## src/inc/sfl_pkg.sv

```systemverilog
// shared constants and types of the symmetric lut-multiplier fir filter
package sfl_pkg;
  // filter shape
  localparam int TAP_COUNT = 8;
  localparam int FOLD_COUNT = 4;
  localparam int SAMPLE_W = 7;
  localparam int TAP_W = 8;
  localparam int COEF_W = 8;
  // table geometry: one address bit per folded tap
  localparam int LUT_ADDR_W = 4;
  localparam int LUT_DEPTH = 16;
  localparam int LUT_W = COEF_W + 2;
  // full-precision accumulator width
  localparam int ACC_W = LUT_W + TAP_W;
  // latency of the pipelined build, tap entry to result register
  localparam int PIPE_LATENCY = 5;
  localparam int COMB_LATENCY = 1;

  // the four folded coefficients, first coefficient in the low field
  typedef struct packed {
    logic signed [COEF_W-1:0] h4;
    logic signed [COEF_W-1:0] h3;
    logic signed [COEF_W-1:0] h2;
    logic signed [COEF_W-1:0] h1;
  } sfl_coef_set_type;

  // plain default coefficient set
  localparam sfl_coef_set_type COEF_DEFAULT = '{
    h4: 8'h40,
    h3: 8'h20,
    h2: 8'hF0,
    h1: 8'h08
  };
endpackage

```

## src/sfl_fir.sv

```systemverilog
// parallel eight-tap symmetric fir filter built on a bit-slice lut vector multiplier
`timescale 1ns/1ps
module sfl_fir #(
  parameter sfl_pkg::sfl_coef_set_type COEFS = sfl_pkg::COEF_DEFAULT,
  parameter bit PIPELINED = 1'b1,
  parameter int OUT_W = sfl_pkg::ACC_W
) (
  // clock and reset
  input wire logic core_clk,
  input wire logic rst,
  // sample stream from upstream, one per clock
  input wire logic signed [sfl_pkg::SAMPLE_W-1:0] sample_in,
  // result stream to downstream
  output logic signed [OUT_W-1:0] result,
  output logic result_valid
);
  localparam int SLICES = sfl_pkg::TAP_W;
  localparam int LEVELS = $clog2(SLICES);
  localparam int LATENCY = PIPELINED ? sfl_pkg::PIPE_LATENCY : sfl_pkg::COMB_LATENCY;
  localparam int FILL_W = $clog2(sfl_pkg::TAP_COUNT + 1);
  localparam logic [FILL_W-1:0] FILL_FULL = FILL_W'(sfl_pkg::TAP_COUNT);

  // tap registers, numbered from one as tap 1 .. tap 8
  logic signed [sfl_pkg::TAP_W-1:0] tap_q [1:sfl_pkg::TAP_COUNT];
  // folded taps, numbered from one
  logic signed [sfl_pkg::TAP_W-1:0] fold_d [1:sfl_pkg::FOLD_COUNT];
  logic signed [sfl_pkg::TAP_W-1:0] fold_q [1:sfl_pkg::FOLD_COUNT];
  logic signed [sfl_pkg::TAP_W-1:0] fold [1:sfl_pkg::FOLD_COUNT];
  // slice tables, slice 1 is the lsb slice
  logic [sfl_pkg::LUT_ADDR_W-1:0] slice_addr [1:SLICES];
  logic signed [sfl_pkg::LUT_W-1:0] slice_value [1:SLICES];
  // adder tree nodes, level 0 holds the extended slice values
  logic signed [sfl_pkg::ACC_W-1:0] node [0:LEVELS][0:SLICES-1];
  // final full-precision sum and output register for the unpipelined build
  logic signed [sfl_pkg::ACC_W-1:0] sum_full;
  logic signed [sfl_pkg::ACC_W-1:0] out_q;
  // fill tracking and valid delay line
  logic [FILL_W-1:0] fill_q;
  logic [LATENCY-1:0] valid_q;

  // sample shift register, new sample into tap 1
  always_ff @(posedge core_clk) begin
    if (rst) begin
      for (int t = 1; t <= sfl_pkg::TAP_COUNT; t++) begin
        tap_q[t] <= '0;
      end
    end else begin
      // sign extension leaves room for the fold carry
      tap_q[1] <= sfl_pkg::TAP_W'(sample_in);
      for (int t = 2; t <= sfl_pkg::TAP_COUNT; t++) begin
        tap_q[t] <= tap_q[t-1];
      end
    end
  end

  // mirror-tap adders: tap k pairs with tap 9-k
  always_comb begin
    for (int k = 1; k <= sfl_pkg::FOLD_COUNT; k++) begin
      fold_d[k] = tap_q[k] + tap_q[sfl_pkg::TAP_COUNT + 1 - k];
    end
  end

  // fold adder register, used only in the pipelined build
  always_ff @(posedge core_clk) begin
    if (rst) begin
      for (int k = 1; k <= sfl_pkg::FOLD_COUNT; k++) begin
        fold_q[k] <= '0;
      end
    end else begin
      for (int k = 1; k <= sfl_pkg::FOLD_COUNT; k++) begin
        fold_q[k] <= fold_d[k];
      end
    end
  end

  // select registered or direct folded taps
  always_comb begin
    for (int k = 1; k <= sfl_pkg::FOLD_COUNT; k++) begin
      fold[k] = PIPELINED ? fold_q[k] : fold_d[k];
    end
  end

  // one table per bit slice, all evaluated at once
  for (genvar b = 1; b <= SLICES; b++) begin : g_slice
    // address bit 0 comes from folded tap 1, bit 3 from folded tap 4
    assign slice_addr[b] = {fold[4][b-1], fold[3][b-1], fold[2][b-1], fold[1][b-1]};

    sfl_slice_lut #(
      .COEFS(COEFS),
      .NEGATE(b == SLICES),
      .REGISTERED(PIPELINED)
    ) u_lut (
      .core_clk(core_clk),
      .rst(rst),
      .addr(slice_addr[b]),
      .value(slice_value[b])
    );

    // sign-extend to the full accumulator width
    assign node[0][b-1] = sfl_pkg::ACC_W'(slice_value[b]);
  end

  // adder tree: upper input of each pair shifted by the slice spacing of its level
  for (genvar l = 1; l <= LEVELS; l++) begin : g_level
    localparam int SHIFT = 1 << (l - 1);
    for (genvar n = 0; n < (SLICES >> l); n++) begin : g_node
      logic signed [sfl_pkg::ACC_W-1:0] sum_d;
      logic signed [sfl_pkg::ACC_W-1:0] sum_q;

      // level 1 shifts by one place, each further level by double
      assign sum_d = node[l-1][2*n] + (node[l-1][2*n+1] <<< SHIFT);

      // adder output register
      always_ff @(posedge core_clk) begin
        if (rst) begin
          sum_q <= '0;
        end else begin
          sum_q <= sum_d;
        end
      end

      assign node[l][n] = PIPELINED ? sum_q : sum_d;
    end
    // unused upper nodes of this level
    for (genvar z = (SLICES >> l); z < SLICES; z++) begin : g_pad
      assign node[l][z] = '0;
    end
  end

  assign sum_full = node[LEVELS][0];

  // output register for the unpipelined build
  always_ff @(posedge core_clk) begin
    if (rst) begin
      out_q <= '0;
    end else begin
      out_q <= sum_full;
    end
  end

  // a narrower output keeps the most significant bits
  always_comb begin
    if (PIPELINED) begin
      result = sum_full[sfl_pkg::ACC_W-1 -: OUT_W];
    end else begin
      result = out_q[sfl_pkg::ACC_W-1 -: OUT_W];
    end
  end

  // count samples until every tap holds a real sample
  always_ff @(posedge core_clk) begin
    if (rst) begin
      fill_q <= '0;
    end else if (fill_q != FILL_FULL) begin
      fill_q <= fill_q + 1'b1;
    end
  end

  // valid follows full taps through the pipeline depth
  always_ff @(posedge core_clk) begin
    if (rst) begin
      valid_q <= '0;
    end else begin
      valid_q <= LATENCY'({valid_q, fill_q == FILL_FULL});
    end
  end

  assign result_valid = valid_q[LATENCY-1];
endmodule

```

## src/sfl_slice_lut.sv

```systemverilog
// one bit-slice table: constant coefficient sums addressed by four folded-tap bits
`timescale 1ns/1ps
module sfl_slice_lut #(
  parameter sfl_pkg::sfl_coef_set_type COEFS = sfl_pkg::COEF_DEFAULT,
  parameter bit NEGATE = 1'b0,
  parameter bit REGISTERED = 1'b1
) (
  // clock and reset
  input wire logic core_clk,
  input wire logic rst,
  // table address, bit 0 selects the first coefficient
  input wire logic [sfl_pkg::LUT_ADDR_W-1:0] addr,
  // selected sum
  output logic signed [sfl_pkg::LUT_W-1:0] value
);
  // entry = sum of coefficients whose address bit is set, negated for the sign slice
  function automatic logic signed [sfl_pkg::LUT_W-1:0] entry(input int a);
    logic signed [sfl_pkg::LUT_W-1:0] sum;
    sum = '0;
    if (a[0]) sum = sum + sfl_pkg::LUT_W'(COEFS.h1);
    if (a[1]) sum = sum + sfl_pkg::LUT_W'(COEFS.h2);
    if (a[2]) sum = sum + sfl_pkg::LUT_W'(COEFS.h3);
    if (a[3]) sum = sum + sfl_pkg::LUT_W'(COEFS.h4);
    if (NEGATE) sum = -sum;
    return sum;
  endfunction

  logic signed [sfl_pkg::LUT_W-1:0] rom [sfl_pkg::LUT_DEPTH];
  logic signed [sfl_pkg::LUT_W-1:0] value_q;

  // contents fixed at build time, no multiplier hardware
  for (genvar e = 0; e < sfl_pkg::LUT_DEPTH; e++) begin : g_rom
    assign rom[e] = entry(e);
  end

  // optional table output register
  always_ff @(posedge core_clk) begin
    if (rst) begin
      value_q <= '0;
    end else begin
      value_q <= rom[addr];
    end
  end

  assign value = REGISTERED ? value_q : rom[addr];
endmodule
```

## config.mk

```make
export PLATFORM = sky130hd
export DESIGN_NAME = sfl_fir
export DESIGN_NICKNAME = d
export VERILOG_FILES = /design/src/inc/sfl_pkg.sv /design/src/sfl_fir.sv /design/src/sfl_slice_lut.sv
export SDC_FILE = /design/constraint.sdc
export NUM_CORES = 1
export LEC_CHECK = 0
export ABC_CLOCK_PERIOD_IN_PS = 5170
export BUFFER_PORTS_ARGS = -buffer_cell sky130_fd_sc_hd__buf_2
export CAP_MARGIN = 20
export CELL_PAD_IN_SITES_DETAIL_PLACEMENT = 0
export CELL_PAD_IN_SITES_GLOBAL_PLACEMENT = 2
export CORE_UTILIZATION = 46
export CTS_BUF_LIST = sky130_fd_sc_hd__clkbuf_4 sky130_fd_sc_hd__clkbuf_8
export DETAILED_ROUTE_END_ITERATION = 7
export GPL_TIMING_DRIVEN = 0
export PLACE_DENSITY_LB_ADDON = 0.15
export SLEW_MARGIN = 5
export SYNTH_ARGS = -nofsm -noshare
export SYNTH_HDL_FRONTEND = slang
export SYNTH_HIERARCHICAL = 1
export SYNTH_SLANG_ARGS = --single-unit
```

## constraint.sdc

```tcl
create_clock -name core_clk -period 5.17 [get_ports core_clk]
set_input_delay 1.551 -clock core_clk [delete_from_list [all_inputs] [get_ports core_clk]]
set_output_delay 1.551 -clock core_clk [all_outputs]
set_load 0.005 [all_outputs]
```

==> Word-level counts from Yosys, hierarchy flattened <==
Memories as Yosys holds them, arrays and structs flattened. A register that Yosys moved wholly into a read port is not among the register bits.
Index checks and enable logic that the tools add are counted.
{ "classes": {"n_bitwise": 20, "n_mux": 15, "n_eq_ne": 2, "addsub": 12} }
{ "op_table": {"columns": ["operator", "count"], "rows": [
  ["8-bit two-way mux", 12],
  ["10-bit by 11-bit adder with 12-bit output", 4],
  ["4-bit NOT with 5-bit output", 8],
  ["8-bit adder", 4],
  ["18-bit by 14-bit adder with 18-bit output", 1],
  ["18-bit adder", 1],
  ["12-bit by 14-bit adder with 14-bit output", 1],
  ["1-bit OR", 12],
  ["4-bit by 1-bit adder with 4-bit output (second input constant)", 1],
  ["4-bit == test (second input constant)", 1],
  ["4-bit inequality test (second input constant)", 1],
  ["1-bit two-way mux", 3]
]} }
{ "word_totals": {"mem_bits_rw": 96, "out_inout_bits": 19, "in_bits": 9, "regBits": 113, "rom_bits": 1280, "mem_count": 10} }
{ "mem_list": {"columns": ["memory", "depth", "word_bits", "read_ports", "rd_clocked_by_memory_dff", "wr", "line", "rtl"], "rows": [
  ["(name not given)", 16, 10, 1, 1, 0, "sfl_slice_lut.sv:45", "assign value = REGISTERED ? value_q : rom[addr];"],
  ["(name not given)", 16, 10, 1, 1, 0, "sfl_slice_lut.sv:41", "value_q <= rom[addr];"],
  ["(name not given)", 16, 10, 1, 1, 0, "sfl_slice_lut.sv:41", null],
  ["(name not given)", 16, 10, 1, 1, 0, "sfl_slice_lut.sv:41", null],
  ["(name not given)", 16, 10, 1, 1, 0, "sfl_slice_lut.sv:41", null],
  ["(name not given)", 16, 10, 1, 1, 0, "sfl_slice_lut.sv:41", null],
  ["+4 memories", null, null, null, null, null, null, null]
]} }

==> Depth between registers and ports, before layout <==
{ "logic_depth": {"word_depth": 3, "depth_mapped": 9, "depth_no_buf": 8} }

==> Modules after synthesis <==
Netlist, hierarchy kept.
{ "modules_own_cells": {"columns": ["module", "seq_area_each_um2", "n_inst", "area_each_um2", "cells_per_inst"], "rows": [
  ["sfl_fir", 3903.7, 1, 9791.9, 1022],
  ["sfl_slice_lut at g_slice[1].u_lut ...", 100.1, 7, 205.2, 20],
  ["sfl_slice_lut at g_slice[8].u_lut", 100.1, 1, 220.2, 22]
]} }

==> Worst setup path after synthesis <==
Ideal clock, no wire load.
{ "synth_timing": {"path_type": "input to register", "startpoint": "input port rst", "endpoint": "register valid_q[0]", "slack_ns": 2.533, "arrival_ns": 2.508, "stages": 5, "cell_sequence": "buf_2 > buf_2 > buf_1 > clkbuf_1 > nor3_1"} }
{ "synth_lines": {"columns": ["element", "line", "rtl"], "rows": [
  ["start: declaration", "sfl_fir.sv:10", "input wire logic rst,"],
  ["end signal: assignment", "sfl_fir.sv:164", "valid_q <= LATENCY'({valid_q, fill_q == FILL_FULL});"],
  ["end: declaration", "sfl_fir.sv:39", "logic [LATENCY-1:0] valid_q;"]
]} }
No word-level cell between the ends.

==> flow_summary.json <==
{
  "status": "complete, no violations",
  "setup_violations": 0,
  "wire_per_inst_um": 15.3,
  "synth.avg_cell_area_um2": 9.67,
  "finalClockSkew_ps": 29.9,
  "regToRegStartpoint": "g_level[2].g_node[0].sum_q[4]$_SDFF_PP0_",
  "drt-initial-drc-count": 396,
  "crit_end": "fold_q[0][13]$_SDFF_PP0_",
  "drv_cap": 0,
  "cts_hold_buf": 0,
  "fill_cells": 2321,
  "hold_viol_final": 0,
  "cts_resized": 0,
  "p_leak_nw": 5.98,
  "die_area_um2": 25500,
  "max_freq_mhz": 240,
  "io_pins": 28,
  "finalSetupTns_ps": 0,
  "path_clk_slew_ps": 60,
  "htreeDepth": 2,
  "dp.cells": 1551,
  "p_per_area_nw_per_um2": 310,
  "worst-endpoint-required_ps": 5520,
  "yosysTopAreaCell": "dfxtp_1",
  "worstSetupPathType": "in2reg",
  "routabilityCongestion": 0.820,
  "grt.overflow.total": 0,
  "worstReg2RegEnd": "result[12]$_SDFF_PP0_",
  "root_buffer": "clkbuf_8",
  "routed-via-count": 8122,
  "grt_usage": 0.200,
  "cts_buffers": 41,
  "synth_top_area_frac": 0.411,
  "ff2ff_setup_slack_ps": 3000,
  "rsz0062_at_grt": "false",
  "final_nets": 1412,
  "firstDrtPassIters": 4,
  "grt_pass1_wl_um": 40300,
  "clock_path_buffers": 3,
  "rows": 57,
  "die_y_um": 160,
  "via_per_inst": 5.01,
  "die_w_um": 160,
  "arrival_ps": 4510,
  "ant_nets": 0,
  "stdcell_count": 1622,
  "r2r_cells": 8,
  "dpl.hpwl_um": 18200,
  "seq_area_frac_synth": 0.411,
  "yosys_warnings": 6,
  "grt_max_degree": 43,
  "crit_path_end_kind": "flip-flop",
  "relSlewSlack": 0.296,
  "slew_viol_final": 0,
  "tritoncts": "done",
  "netlist_area_um2": 11400,
  "synthTopCellsByArea": "dfxtp_1 41%, ha_1 13%, nor2b_1 7.0%, buf_4 3.8%, nor2_1 3.5%",
  "clk_latency_ps": 540,
  "grt_pass1_vias": 7907,
  "worstPathMaxFanout": 42,
  "finalWirelength_um": 24800,
  "io_buffers": 27,
  "synthArstFlopShare": 0,
  "finalCritPeriodShare": 0.804,
  "crit_path_start_kind": "input pin",
  "initial_utilization": 0.469,
  "cts_setup_buffers": 0,
  "core_area_um2": 24400,
  "antenna_found_initial": 1,
  "min_period_ps": 4160,
  "hold_class": "reg2reg",
  "synth_edf_count": 0,
  "ir_worst_vdd_mv": 0.201,
  "synth.distinct_cells": 71,
  "synth-seq-cells": 235,
  "min_from": "g_level[2].g_node[0].sum_q[2]$_SDFF_PP0_",
  "clock_sinks": 235,
  "syn2layout_area_growth_pct": 12.5,
  "tightest_slew_ps": 1060,
  "startpoint": "rst",
  "drc": 0,
  "antenna_cells": 0,
  "final_layout_size_suffix_gt1_frac": 0.146,
  "syn_inst": 1184,
  "synth_ff_type": "dfxtp_1"
}
==> state kept, by name (all words and copies together), names as in the netlist <==
register,flops
tap_q,56
result,18
fold_q,32
g_level.g_node.sum_q,80
valid_q,5
g_slice.u_lut/value,40
fill_q,4
==> worst max-delay path: stages <==
cell and delay, ps:
buf_2 540, buf_2 370, buf_2 370, clkbuf_1 710
buf_1 740, nor3_1 200
==> stage by stage <==
step                      setup WS [ps]  power, mW  area [um^2]  hold slack (ps)   util
after floorplan                    2530       2.22        11500              414      -
after global placement              253       2.32        12000              418  0.494
after detailed placement            331       2.32        12000              428  0.494
after CTS                           903       4.04        12900              439  0.528
after global routing                778       4.17        12900              456  0.528
final                              1010       3.99        12900              432  0.528
==> routing by layer <==
metal | GRT usage | share of wire | vias up | wire, um
li1 | - | - | 4233 | -
met1 | 0.257 | 0.47 | 3695 | 11600
met2 | 0.337 | 0.46 | 138 | 11400
met3 | 0.0332 | 0.045 | 56 | 1110
met4 | 0.0726 | 0.028 | 0 | 702
met5 | 0 | 0 | - | 0
==> synth_stat cells, drive strengths merged (5+ instances only) <==
master    n
clkbuf   19
dfxtp   235
nand4     6
nor2b   129
o22ai     6
a21oi    46
ha      122
o31ai     6
and3      7
nand2b   12
nor3     31
nand3    20
nor3b    25
o21bai   12
xor2     17
fa       11
inv      48
nand2    21
conb      8
nor2    107
or3       6
or3b      5
xnor2    16
buf      66
or4       6
o21ai    43
a21o     29
o21a     13
a211oi   30
mux2     14
==> where the power goes <==
part	leakage [nW]	internal [mW]	switching [mW]
Combinational	3.61	0.162	0.205
Sequential	1.92	1.89	0.0303
Clock	0.451	0.963	0.740
==> worst min-delay path by stage <==
stage / slack (ps) / endpoint / cells after the start
6_report: 430 / result[2]$_SDFF_PP0_ / 1
5_1_grt: 460 / g_slice[5].u_lut/value[3]$_SDFF_PP0_ / 1
4_1_cts: 440 / result[2]$_SDFF_PP0_ / 1
3_5_place_dp: 430 / valid_q[2]$_SDFF_PP0_ / 1
3_3_place_gp: 420 / result[3]$_SDFF_PP0_ / 1
2_1_floorplan: 410 / g_level[2].g_node[0].sum_q[0]$_SDFF_PP0_ / 1
==> cells by family (layout without fill, tap and decap cells) <==
| kind of cell | count (synthesis) | in the layout | share of synthesized area |
|---|---|---|---|
| xor gates and xnor gates | 33 | 33 | 0.0252 |
| AOI/OAI and AO/OA | 227 | 227 | 0.137 |
| adders and majority gates | 133 | 133 | 0.153 |
| and+or+nand+nor | 397 | 397 | 0.191 |
| muxes | 18 | 18 | 0.0173 |
| DFF | 235 | 235 | 0.411 |
| buffers and inverters | 133 | 231 | 0.0631 |
| other | 8 | 24 | 0.00262 |
==> cells in the final DEF (no fill, tap or decap), types with 17 or more instances in the layout <==
master,netlist,routed
a21oi_1,46,46
nand3_1,20,20
conb_1,8,24
nor2b_1,129,129
xor2_1,17,17
clkbuf_1,19,19
o21ai_0,28,28
a21o_1,29,29
buf_2,4,31
buf_4,58,58
nor3_1,31,31
nor2_1,107,107
a211oi_1,27,27
dfxtp_1,235,235
nand2_1,21,21
clkbuf_8,0,49
nor3b_1,25,25
inv_1,48,48
ha_1,122,122
==> area by class of cell <==
cell class | instances | area (um^2) | share of cell area
Multi-Input combinational cell | 832 | 6080 | 0.472
Sequential cell | 235 | 4700 | 0.365
Clock buffer | 63 | 779 | 0.0605
Buffer | 85 | 542 | 0.0421
Tap cell | 324 | 405 | 0.0315
Inverter | 48 | 180 | 0.0140
Timing Repair Buffer | 27 | 135 | 0.0105
Clock inverter | 8 | 50.0 | 0.00389
(Power assumes the default switching activity.)
